File: config.mk
export PLATFORM = sky130hd
export DESIGN_NAME = pcd_divider
export DESIGN_NICKNAME = d
export VERILOG_FILES = /design/src/pkg/pcd_pkg.sv /design/src/core/pcd_edge_sync.sv /design/src/core/pcd_divider.sv
export SDC_FILE = /design/constraint.sdc
export NUM_CORES = 1
export LEC_CHECK = 0
export BUFFER_PORTS_ARGS = -buffer_cell sky130_fd_sc_hd__buf_2
export CORE_ASPECT_RATIO = 0.9
export CORE_MARGIN = 2
export CORE_UTILIZATION = 55
export CTS_CLUSTER_SIZE = 28
export DETAILED_ROUTE_END_ITERATION = 16
export HOLD_SLACK_MARGIN = 0.03
export PLACE_DENSITY = 0.71
export SYNTH_ARGS = -nofsm -noshare
export SYNTH_HDL_FRONTEND = slang
export SYNTH_HIERARCHICAL = 1
export SYNTH_SLANG_ARGS = --single-unit
File: constraint.sdc
create_clock -name sys_clk -period 4.7 [get_ports sys_clk]
set_clock_uncertainty 0.1 [all_clocks]
set_input_delay 0 -clock sys_clk [delete_from_list [all_inputs] [get_ports sys_clk]]
set_output_delay 0 -clock sys_clk [all_outputs]
set_load 0.02 [all_outputs]
File: src/pkg/pcd_pkg.sv
`default_nettype none
package pcd_pkg;

   // ---------------------------------------------------------------
   // Divider settings and their default parameter values
   // ---------------------------------------------------------------
   localparam int   PCD_DIV_DEF    = 2;
   localparam int   PCD_HIGH_DEF   = 1;
   localparam int   PCD_START_DEF  = 0;
   localparam int   PCD_CNT_W_DEF  = 32;

   // ---------------------------------------------------------------
   // Counter landmarks
   // ---------------------------------------------------------------
   localparam int   PCD_PERIOD_FIRST = 1;
   localparam int   PCD_CNT_STEP     = 1;
   localparam logic PCD_OUT_RST      = 1'h0;

   // ---------------------------------------------------------------
   // Pin input synchroniser
   // ---------------------------------------------------------------
   localparam int   PCD_SYNC_STAGES = 3;
   localparam logic PCD_SYNC_RST    = 1'h0;

endpackage : pcd_pkg
`default_nettype wire

File: src/core/pcd_edge_sync.sv
`timescale 1ns/1ns
`default_nettype none
module pcd_edge_sync
   import pcd_pkg::*;
#(
   parameter int STAGES = PCD_SYNC_STAGES
) (
   input  wire logic sys_clk,
   input  wire logic sys_rst,
   input  wire logic pin_in,
   output var  logic rise_r
);

   logic [STAGES-1:0] sync_r;
   logic              level_r;
   logic              agree;

   // ---------------------------------------------------------------
   // Synchroniser chain
   // ---------------------------------------------------------------
   // Stage 0 feeds only stage 1; all decisions use the last two.
   always_ff @(posedge sys_clk) begin
      if (sys_rst) begin
         sync_r <= {STAGES{PCD_SYNC_RST}};
      end else begin
         sync_r <= {sync_r[STAGES-2:0], pin_in};
      end
   end

   assign agree = (sync_r[STAGES-1] == sync_r[STAGES-2]);

   // ---------------------------------------------------------------
   // Filtered level and rising edge
   // ---------------------------------------------------------------
   // A level counts only once the last two stages agree, so a glitch
   // that lives for one sample is dropped rather than counted.
   always_ff @(posedge sys_clk) begin
      if (sys_rst) begin
         level_r <= PCD_SYNC_RST;
      end else if (agree) begin
         level_r <= sync_r[STAGES-1];
      end
   end

   always_ff @(posedge sys_clk) begin
      if (sys_rst) begin
         rise_r <= 1'h0;
      end else begin
         rise_r <= agree && sync_r[STAGES-1] && !level_r;
      end
   end

endmodule : pcd_edge_sync
`default_nettype wire

File: src/core/pcd_divider.sv
`timescale 1ns/1ns
`default_nettype none
module pcd_divider
   import pcd_pkg::*;
#(
   parameter int DIV_FACTOR  = PCD_DIV_DEF,
   parameter int HIGH_CYCLES = PCD_HIGH_DEF,
   parameter int START_COUNT = PCD_START_DEF,
   parameter int CNT_W       = PCD_CNT_W_DEF
) (
   input  wire logic sys_clk,
   input  wire logic sys_rst,
   input  wire logic freq_in,
   output var  logic freq_out_r
);

   // ---------------------------------------------------------------
   // Effective settings
   // ---------------------------------------------------------------
   // Ratio and high settings below one are raised to one rather than trusted (the start count is not), so a
   // bad parameter cannot stall the counter or silence the output.
   localparam int DIV_EFF  = (DIV_FACTOR  < 1) ? 1 : DIV_FACTOR;
   localparam int HIGH_EFF = (HIGH_CYCLES < 1) ? 1 : HIGH_CYCLES;

   localparam logic signed [CNT_W-1:0] DIV_C   =
      (CNT_W)'(DIV_EFF);
   localparam logic signed [CNT_W-1:0] HIGH_C  =
      (CNT_W)'(HIGH_EFF);
   localparam logic signed [CNT_W-1:0] START_C =
      (CNT_W)'(START_COUNT);
   localparam logic signed [CNT_W-1:0] FIRST_C =
      (CNT_W)'(PCD_PERIOD_FIRST);
   localparam logic signed [CNT_W-1:0] STEP_C  =
      (CNT_W)'(PCD_CNT_STEP);

   // ---------------------------------------------------------------
   // Declarations
   // ---------------------------------------------------------------
   logic                    edge_pulse;
   logic signed [CNT_W-1:0] cnt_r;
   logic signed [CNT_W-1:0] cnt_nxt;
   logic signed [CNT_W-1:0] cnt_inc;

   // High phase decode
   function automatic logic pcd_in_high(
      input logic signed [CNT_W-1:0] c
   );
      return (c >= FIRST_C) && (c <= HIGH_C);
   endfunction : pcd_in_high

   // Counter values that lie inside one output period
   function automatic logic pcd_in_period(
      input logic signed [CNT_W-1:0] c
   );
      return (c >= FIRST_C) && (c <= DIV_C);
   endfunction : pcd_in_period

   // ---------------------------------------------------------------
   // Input clock edge detection
   // ---------------------------------------------------------------
   // The input clock is sampled, not used as a clock; it must stay
   // well below a quarter of sys_clk for every edge to be seen.
   pcd_edge_sync #(
      .STAGES (PCD_SYNC_STAGES)
   ) u_sync (
      .sys_clk (sys_clk),
      .sys_rst (sys_rst),
      .pin_in  (freq_in),
      .rise_r  (edge_pulse)
   );

   // ---------------------------------------------------------------
   // Counter
   // ---------------------------------------------------------------
   assign cnt_inc = cnt_r + STEP_C;

   // Reaching one plus the ratio is folded onto one, so the period
   // restarts without ever holding that value.
   always_comb begin
      if (cnt_inc > DIV_C) begin
         cnt_nxt = FIRST_C;
      end else begin
         cnt_nxt = cnt_inc;
      end
   end

   always_ff @(posedge sys_clk) begin
      if (sys_rst) begin
         cnt_r <= START_C;
      end else if (edge_pulse) begin
         cnt_r <= cnt_nxt;
      end
   end

   // ---------------------------------------------------------------
   // Output
   // ---------------------------------------------------------------
   always_ff @(posedge sys_clk) begin
      if (sys_rst) begin
         freq_out_r <= PCD_OUT_RST;
      end else if (edge_pulse) begin
         freq_out_r <= pcd_in_high(cnt_nxt);
      end
   end
endmodule : pcd_divider
`default_nettype wire

### Word-level counts from Yosys, hierarchy flattened

Index checks and enable logic that the tools add are counted.

| storage, ports and cells | value |
|---|---|
| register bits after elaboration | 38 |
| latch bits | 0 |
| memory bits (writable) | 0 |
| ROM bits | 0 |
| bits of input ports | 3 |
| output and inout bits | 1 |
| memories kept | 0 |

| cells by class | value |
|---|---|
| $add $sub $neg | 1 |
| multipliers | 0 |
| divide/modulo/power cells | 0 |
| $lt $le $gt $ge | 3 |
| eq/ne operators | 1 |
| shift-type cells | 0 |
| muxes and demuxes | 1 |
| bitwise gates (word level) | 0 |
| reductions and logical operators | 4 |

Operators by type and width:

| cell | number |
|---|---|
| adder 32 x 2 -> 32 bit, second input constant | 1 |
| >= comparator 32 x 2 -> 1 bit, second input constant | 1 |
| > comparator 32 x 3 -> 1 bit, second input constant | 1 |
| less-or-equal comparator 32 x 2 -> 1 bit, second input constant | 1 |
| two-way mux 32 bit | 1 |
| logical AND 1 bit | 3 |
| equality test 1 bit | 1 |
| zero test 1 bit | 1 |

### Longest topological paths before layout

| depth | value |
|---|---|
| word-level depth | 5 |
| gate-level depth with buffers | 11 |
| mapped depth without buffers | 8 |

### Cells and area by module

Netlist, hierarchy kept.

Modules (own cells, without submodules):

| module | instances | cells each | area each (um2) | sequential area each (um2) |
|---|---|---|---|---|
| pcd_divider | 1 | 316 | 2583.7 | 660.6 |
| pcd_edge_sync | 1 | 12 | 157.7 | 100.1 |

### Least setup slack after synthesis

Ideal clock, no wire load.

| path | value |
|---|---|
| kind | register to register |
| from | register cnt_r[0] |
| to | register cnt_r[17] |
| library setup time | 81 ps |
| arrival time | 2615 ps |
| required time | 4519 ps |
| slack | 1904 ps |
| cell stages (with the launch flop) | 11 |
| path buffers | 2 |
| clock period less this slack | 2796 ps |
| cell sequence | dfxtp_1 ha_1 and3_4 buf_6 or4_1 a211oi_2 o2111ai_1 nor4_2 a31oi_2 buf_6 a211oi_2 |

| on the way | value |
|---|---|
| longest elaborated chain between the ends | 3 |

RTL lines:

| element | line | text |
|---|---|---|
| start, declared | pcd_divider.sv:40 | `logic signed [CNT_W-1:0] cnt_r;` |
| start signal, assigned | pcd_divider.sv:91 | `cnt_r <= cnt_nxt;` |
| adder 32 x 2 -> 32 bit * | pcd_divider.sv:75 | `assign cnt_inc = cnt_r + STEP_C;` |
| > comparator 32 x 3 -> 1 bit | pcd_divider.sv:80 | `if (cnt_inc > DIV_C) begin` |
| two-way mux 32 bit * | pcd_divider.sv:80 |  |

Mark *: on every way between the ends. The rest lies on a longest branch, timed or not.
A chain may end at the register's enable or synchronous reset.

### Final worst setup path

| path | value |
|---|---|
| from | register cnt_r[8] |
| to | register cnt_r[30] |

Same word-level chain as after synthesis.

==> results_tabular.tex <==
\begin{tabular}{lr}
\hline
Metric & Value \\
\hline
\multicolumn{2}{l}{\textbf{Run status}} \\
\quad Result of the run & complete, no violations \\
\multicolumn{2}{l}{\textbf{Timing}} \\
\quad Unrepaired setup endpoints after global routing & no \\
\quad Measured slew at the worst slew-check pin & approximately 940 ps \\
\quad Min Clock Period, post-route & between 3000 and 4000 ps \\
\quad Setup Viol. Count Final & 0 \\
\quad Setup TNS Final & 0 ps \\
\quad Final clock period utilization by the worst path & 0.806 \\
\quad Pins Over Slew Limit & 0 \\
\quad Achievable Freq & 264 MHz \\
\quad Final Hold Vio Count & 0 \\
\quad Max-slew headroom at the worst pin & 0.365 \\
\multicolumn{2}{l}{\textbf{Routing}} \\
\quad Routed wire length & 6120 um \\
\quad Violation count after the first detailed-route iteration & 267 \\
\quad DR WL/cell & 16.4 um \\
\quad Ratio of routed vias to standard cells & 6.45 \\
\quad Number of remaining DRC errors & 0 \\
\quad Detail Route Antenna Nets & 0 \\
\quad Routed vias & 2407 \\
\quad Router iterations before antenna repair & 8 \\
\multicolumn{2}{l}{\textbf{Clocking}} \\
\quad Clock transition at the register clock pins on the worst setup and hold paths after CTS & 80 ps \\
\quad Count of buffers added by post-CTS timing repair for setup & 0 \\
\quad Number of H-tree branching levels & 2 \\
\quad Clock Sinks & 38 \\
\quad Maximum count of clock buffers along a single path & 2 \\
\quad Clock Latency Late Sink & $\sim$300 ps \\
\quad PostCTS Resize Cnt & 0 \\
\quad CTS tree & done \\
\quad TritonCTS Buffers & 5 \\
\quad CTS root buf & sky130\_fd\_sc\_hd\_\_clkbuf\_8 \\
\multicolumn{2}{l}{\textbf{Power}} \\
\quad Leakage & around 0.82 nW \\
\quad Power per unit of standard cell area & between 200 and 250 nW/um2 \\
\quad Max VDD drop & 210 uV \\
\multicolumn{2}{l}{\textbf{Worst hold path}} \\
\quad Cell count of the worst hold path & 2 \\
\quad Worst min path class & in -> reg \\
\multicolumn{2}{l}{\textbf{Synthesis}} \\
\quad Portion of synthesized cell area occupied by the leading cell type & 0.277 \\
\quad Post-Syn Area per Cell & 8.36 um2 \\
\quad Yosys reg bits & 38 \\
\quad Distinct cell type count after synthesis & 53 \\
\quad Xor/xnor share of the synthesized area & 0.115 \\
\quad Sequential element share of the synthesized area & 0.277 \\
\quad Main flop type after synthesis & sky130\_fd\_sc\_hd\_\_dfxtp\_1 \\
\quad Post-synthesis adder-cell area fraction & 0.0137 \\
\quad EDFF count, synth & 0 \\
\quad Post-synthesis cell type with the largest combined area & sky130\_fd\_sc\_hd\_\_dfxtp\_1 \\
\quad Synthesized-area fraction occupied by and/or/nand/nor cells & 0.288 \\
\quad Count of warnings emitted by yosys & 6 \\
\quad Cell types with the largest area share after synthesis & sky130\_fd\_sc\_hd\_\_dfxtp\_1 28\%, sky130\_fd\_sc\_hd\_\_a211oi\_2 8.2\%, sky130\_fd\_sc\_hd\_\_xnor2\_1 6.4\% \\
\quad Dominant combinational cell family by area after synthesis & simple AND/OR/NAND/NOR gates \\
\quad Syn\_nets & 334 \\
\quad Fraction of registers with async set or reset after synthesis & 0 \\
\quad Compound-cell area share of the yosys netlist & 0.220 \\
\quad Synth Cell Area & 2740 um2 \\
\quad Portion of netlist area occupied by mux cells & 0.0114 \\
\quad Syn Inst Count & about 330 \\
\multicolumn{2}{l}{\textbf{Finish}} \\
\quad Most common cell after layout, fill and taps aside & sky130\_fd\_sc\_hd\_\_dfxtp\_1 \\
\quad Most used cells in the layout excluding fill and tap cells & 37 x sky130\_fd\_sc\_hd\_\_dfxtp\_1, 22 x sky130\_fd\_sc\_hd\_\_nand3\_1, 20 x sky130\_fd\_sc\_hd\_\_xnor2\_1, 19 x sky130\_fd\_sc\_hd\_\_nand4\_1, 19 x sky130\_fd\_sc\_hd\_\_nand2\_1 \\
\quad Fraction of layout cells with a size suffix above 1 & 0.140 \\
\quad Final standard cell count with taps included and fillers excluded & 373 \\
\quad Synth-to-Final Area Change & 4.06\% \\
\quad Fill cell count & 442 \\
\quad \# nets final & $\sim$310 \\
\quad Antenna Diode Count & 0 \\
\multicolumn{2}{l}{\textbf{GRT}} \\
\quad Maximum number of pins on one net before global-route repair & 42 \\
\quad Number of global-route vias before repair & between 2k and 2.5k \\
\quad Wire length of the first global-routing pass & 10400 um \\
\quad Total congestion overflow & 0 \\
\quad Total routing resource utilization after global routing & 0.233 \\
\quad Number of antenna violations at the first check in global routing & 0 \\
\multicolumn{2}{l}{\textbf{Worst setup path}} \\
\quad Data required time of the worst path & between 4000 and 5000 ps \\
\quad CP endpoint kind & flop \\
\quad Worst EP arrival & 3890 ps \\
\quad Worst reg-to-reg path cell count & 8 \\
\quad Category of the critical setup timing path & reg -> reg \\
\quad Crit-path max FO & 16 \\
\quad Crit start category & flop \\
\multicolumn{2}{l}{\textbf{Floorplanning}} \\
\quad Std-Cell Core Area & around 4800 um2 \\
\quad Die extent in y & 71.0 um \\
\quad Placement Rows & 24 \\
\quad Die Width & about 80 um \\
\quad Initial standard-cell utilization of the core & 0.567 \\
\quad I/O pins & 4 \\
\quad Die footprint & 5570 um2 \\
\multicolumn{2}{l}{\textbf{Placement}} \\
\quad \# port buffers & 3 \\
\quad Final Wtd Congestion & 0.885 \\
\quad Detail Placement HPWL & 4140 um \\
\quad Placed insts & $\sim$360 \\
\multicolumn{2}{l}{\textbf{Flow run}} \\
\quad Number of max-capacitance violations reported & 0 \\
\hline
\end{tabular}
==> synthesized netlist by cell type, drive strengths merged (6+ instances only) <==
cell type  count
nand2b         6
a21oi          6
nor4          12
and4           8
nand4         19
inv            9
nand3         22
a211oi        31
nor2          18
clkbuf        20
nor3          10
xor2          16
buf           15
nand2         19
dfxtp         38
xnor2         20
==> cell type report <==
class                           instances  area, um2  area share
Timing Repair Buffer                    7       47.5      0.0167
Sequential cell                        38        762       0.267
Multi-Input combinational cell        246       1790       0.626
Clock buffer                            6       82.6      0.0289
Clock inverter                          2       60.1      0.0211
Inverter                                9       33.8      0.0118
Tap cell                               65       81.3      0.0285
==> per-layer routing <==
| layer | GRT usage | up-vias | share of wire |
|---|---|---|---|
| met2 | 0.344 | 106 | 0.44 |
| met5 | 0 | - | 0 |
| met3 | 0.0485 | 7 | 0.072 |
| li1 | - | 1179 | - |
| met1 | 0.344 | 1115 | 0.48 |
| met4 | 0.0663 | 0 | 0.0096 |
==> timing repair <==
action                     4_1_cts  5_1_grt
hold buffers                     1        0
setup endpoints to repair        0        0
hold endpoints to repair         1        0
==> flip-flops by register name, indices dropped and copies added (netlist names) <==
signal and count:
u_sync/level_r 1, freq_out_r 1, cnt_r 32, u_sync/rise_r 1, u_sync/sync_r 3
==> worst max-delay path, stage by stage (launching register included) <==
cell and delay, ps:
sky130_fd_sc_hd__dfxtp_1 470, sky130_fd_sc_hd__nand4_1 480, sky130_fd_sc_hd__nor4_2 960, sky130_fd_sc_hd__o2111a_1 330, sky130_fd_sc_hd__o21ai_0 90, sky130_fd_sc_hd__nor4_2 350
sky130_fd_sc_hd__a31oi_4 340, sky130_fd_sc_hd__buf_4 310, sky130_fd_sc_hd__a211oi_1 250
==> per-stage QoR <==
stage | util | hold slack (ps) | setup WS [ps] | total power [mW] | area [um2]
floorplan | - | -29.3 | 1900 | 0.341 | 2740
global placement | 0.558 | 121 | 1160 | 0.344 | 2700
detailed placement | 0.558 | 121 | 985 | 0.344 | 2700
CTS | 0.590 | 213 | 953 | 0.693 | 2850
global route | 0.590 | 266 | 536 | 0.700 | 2850
finish | 0.590 | 210 | 914 | 0.684 | 2850
==> path summary, 6_finish.rpt <==
check	slack (ps)	from	end
max reg2reg	910	cnt_r[8]	cnt_r[30]
min reg2reg	330	u_sync/level_r	u_sync/rise_r
max	910	cnt_r[8]	cnt_r[30]
min	210	sys_rst	u_sync/level_r
==> kinds of logic after synthesis <==
family / count (synthesis)
DFF: 38
muxes: 3
xor gates and xnor gates: 36
AOI/OAI and AO/OA: 68
buffers and inverters: 44
adders and majority gates: 3
and+or+nand+nor: 136
==> power by group <==
| part | switching [mW] | internal (mW) |
|---|---|---|
| logic | 0.00896 | 0.00369 |
| clock network | 0.121 | 0.226 |
| registers | 0.000988 | 0.323 |
| total | 0.131 | 0.553 |
Power figures use the tool's default switching activity.
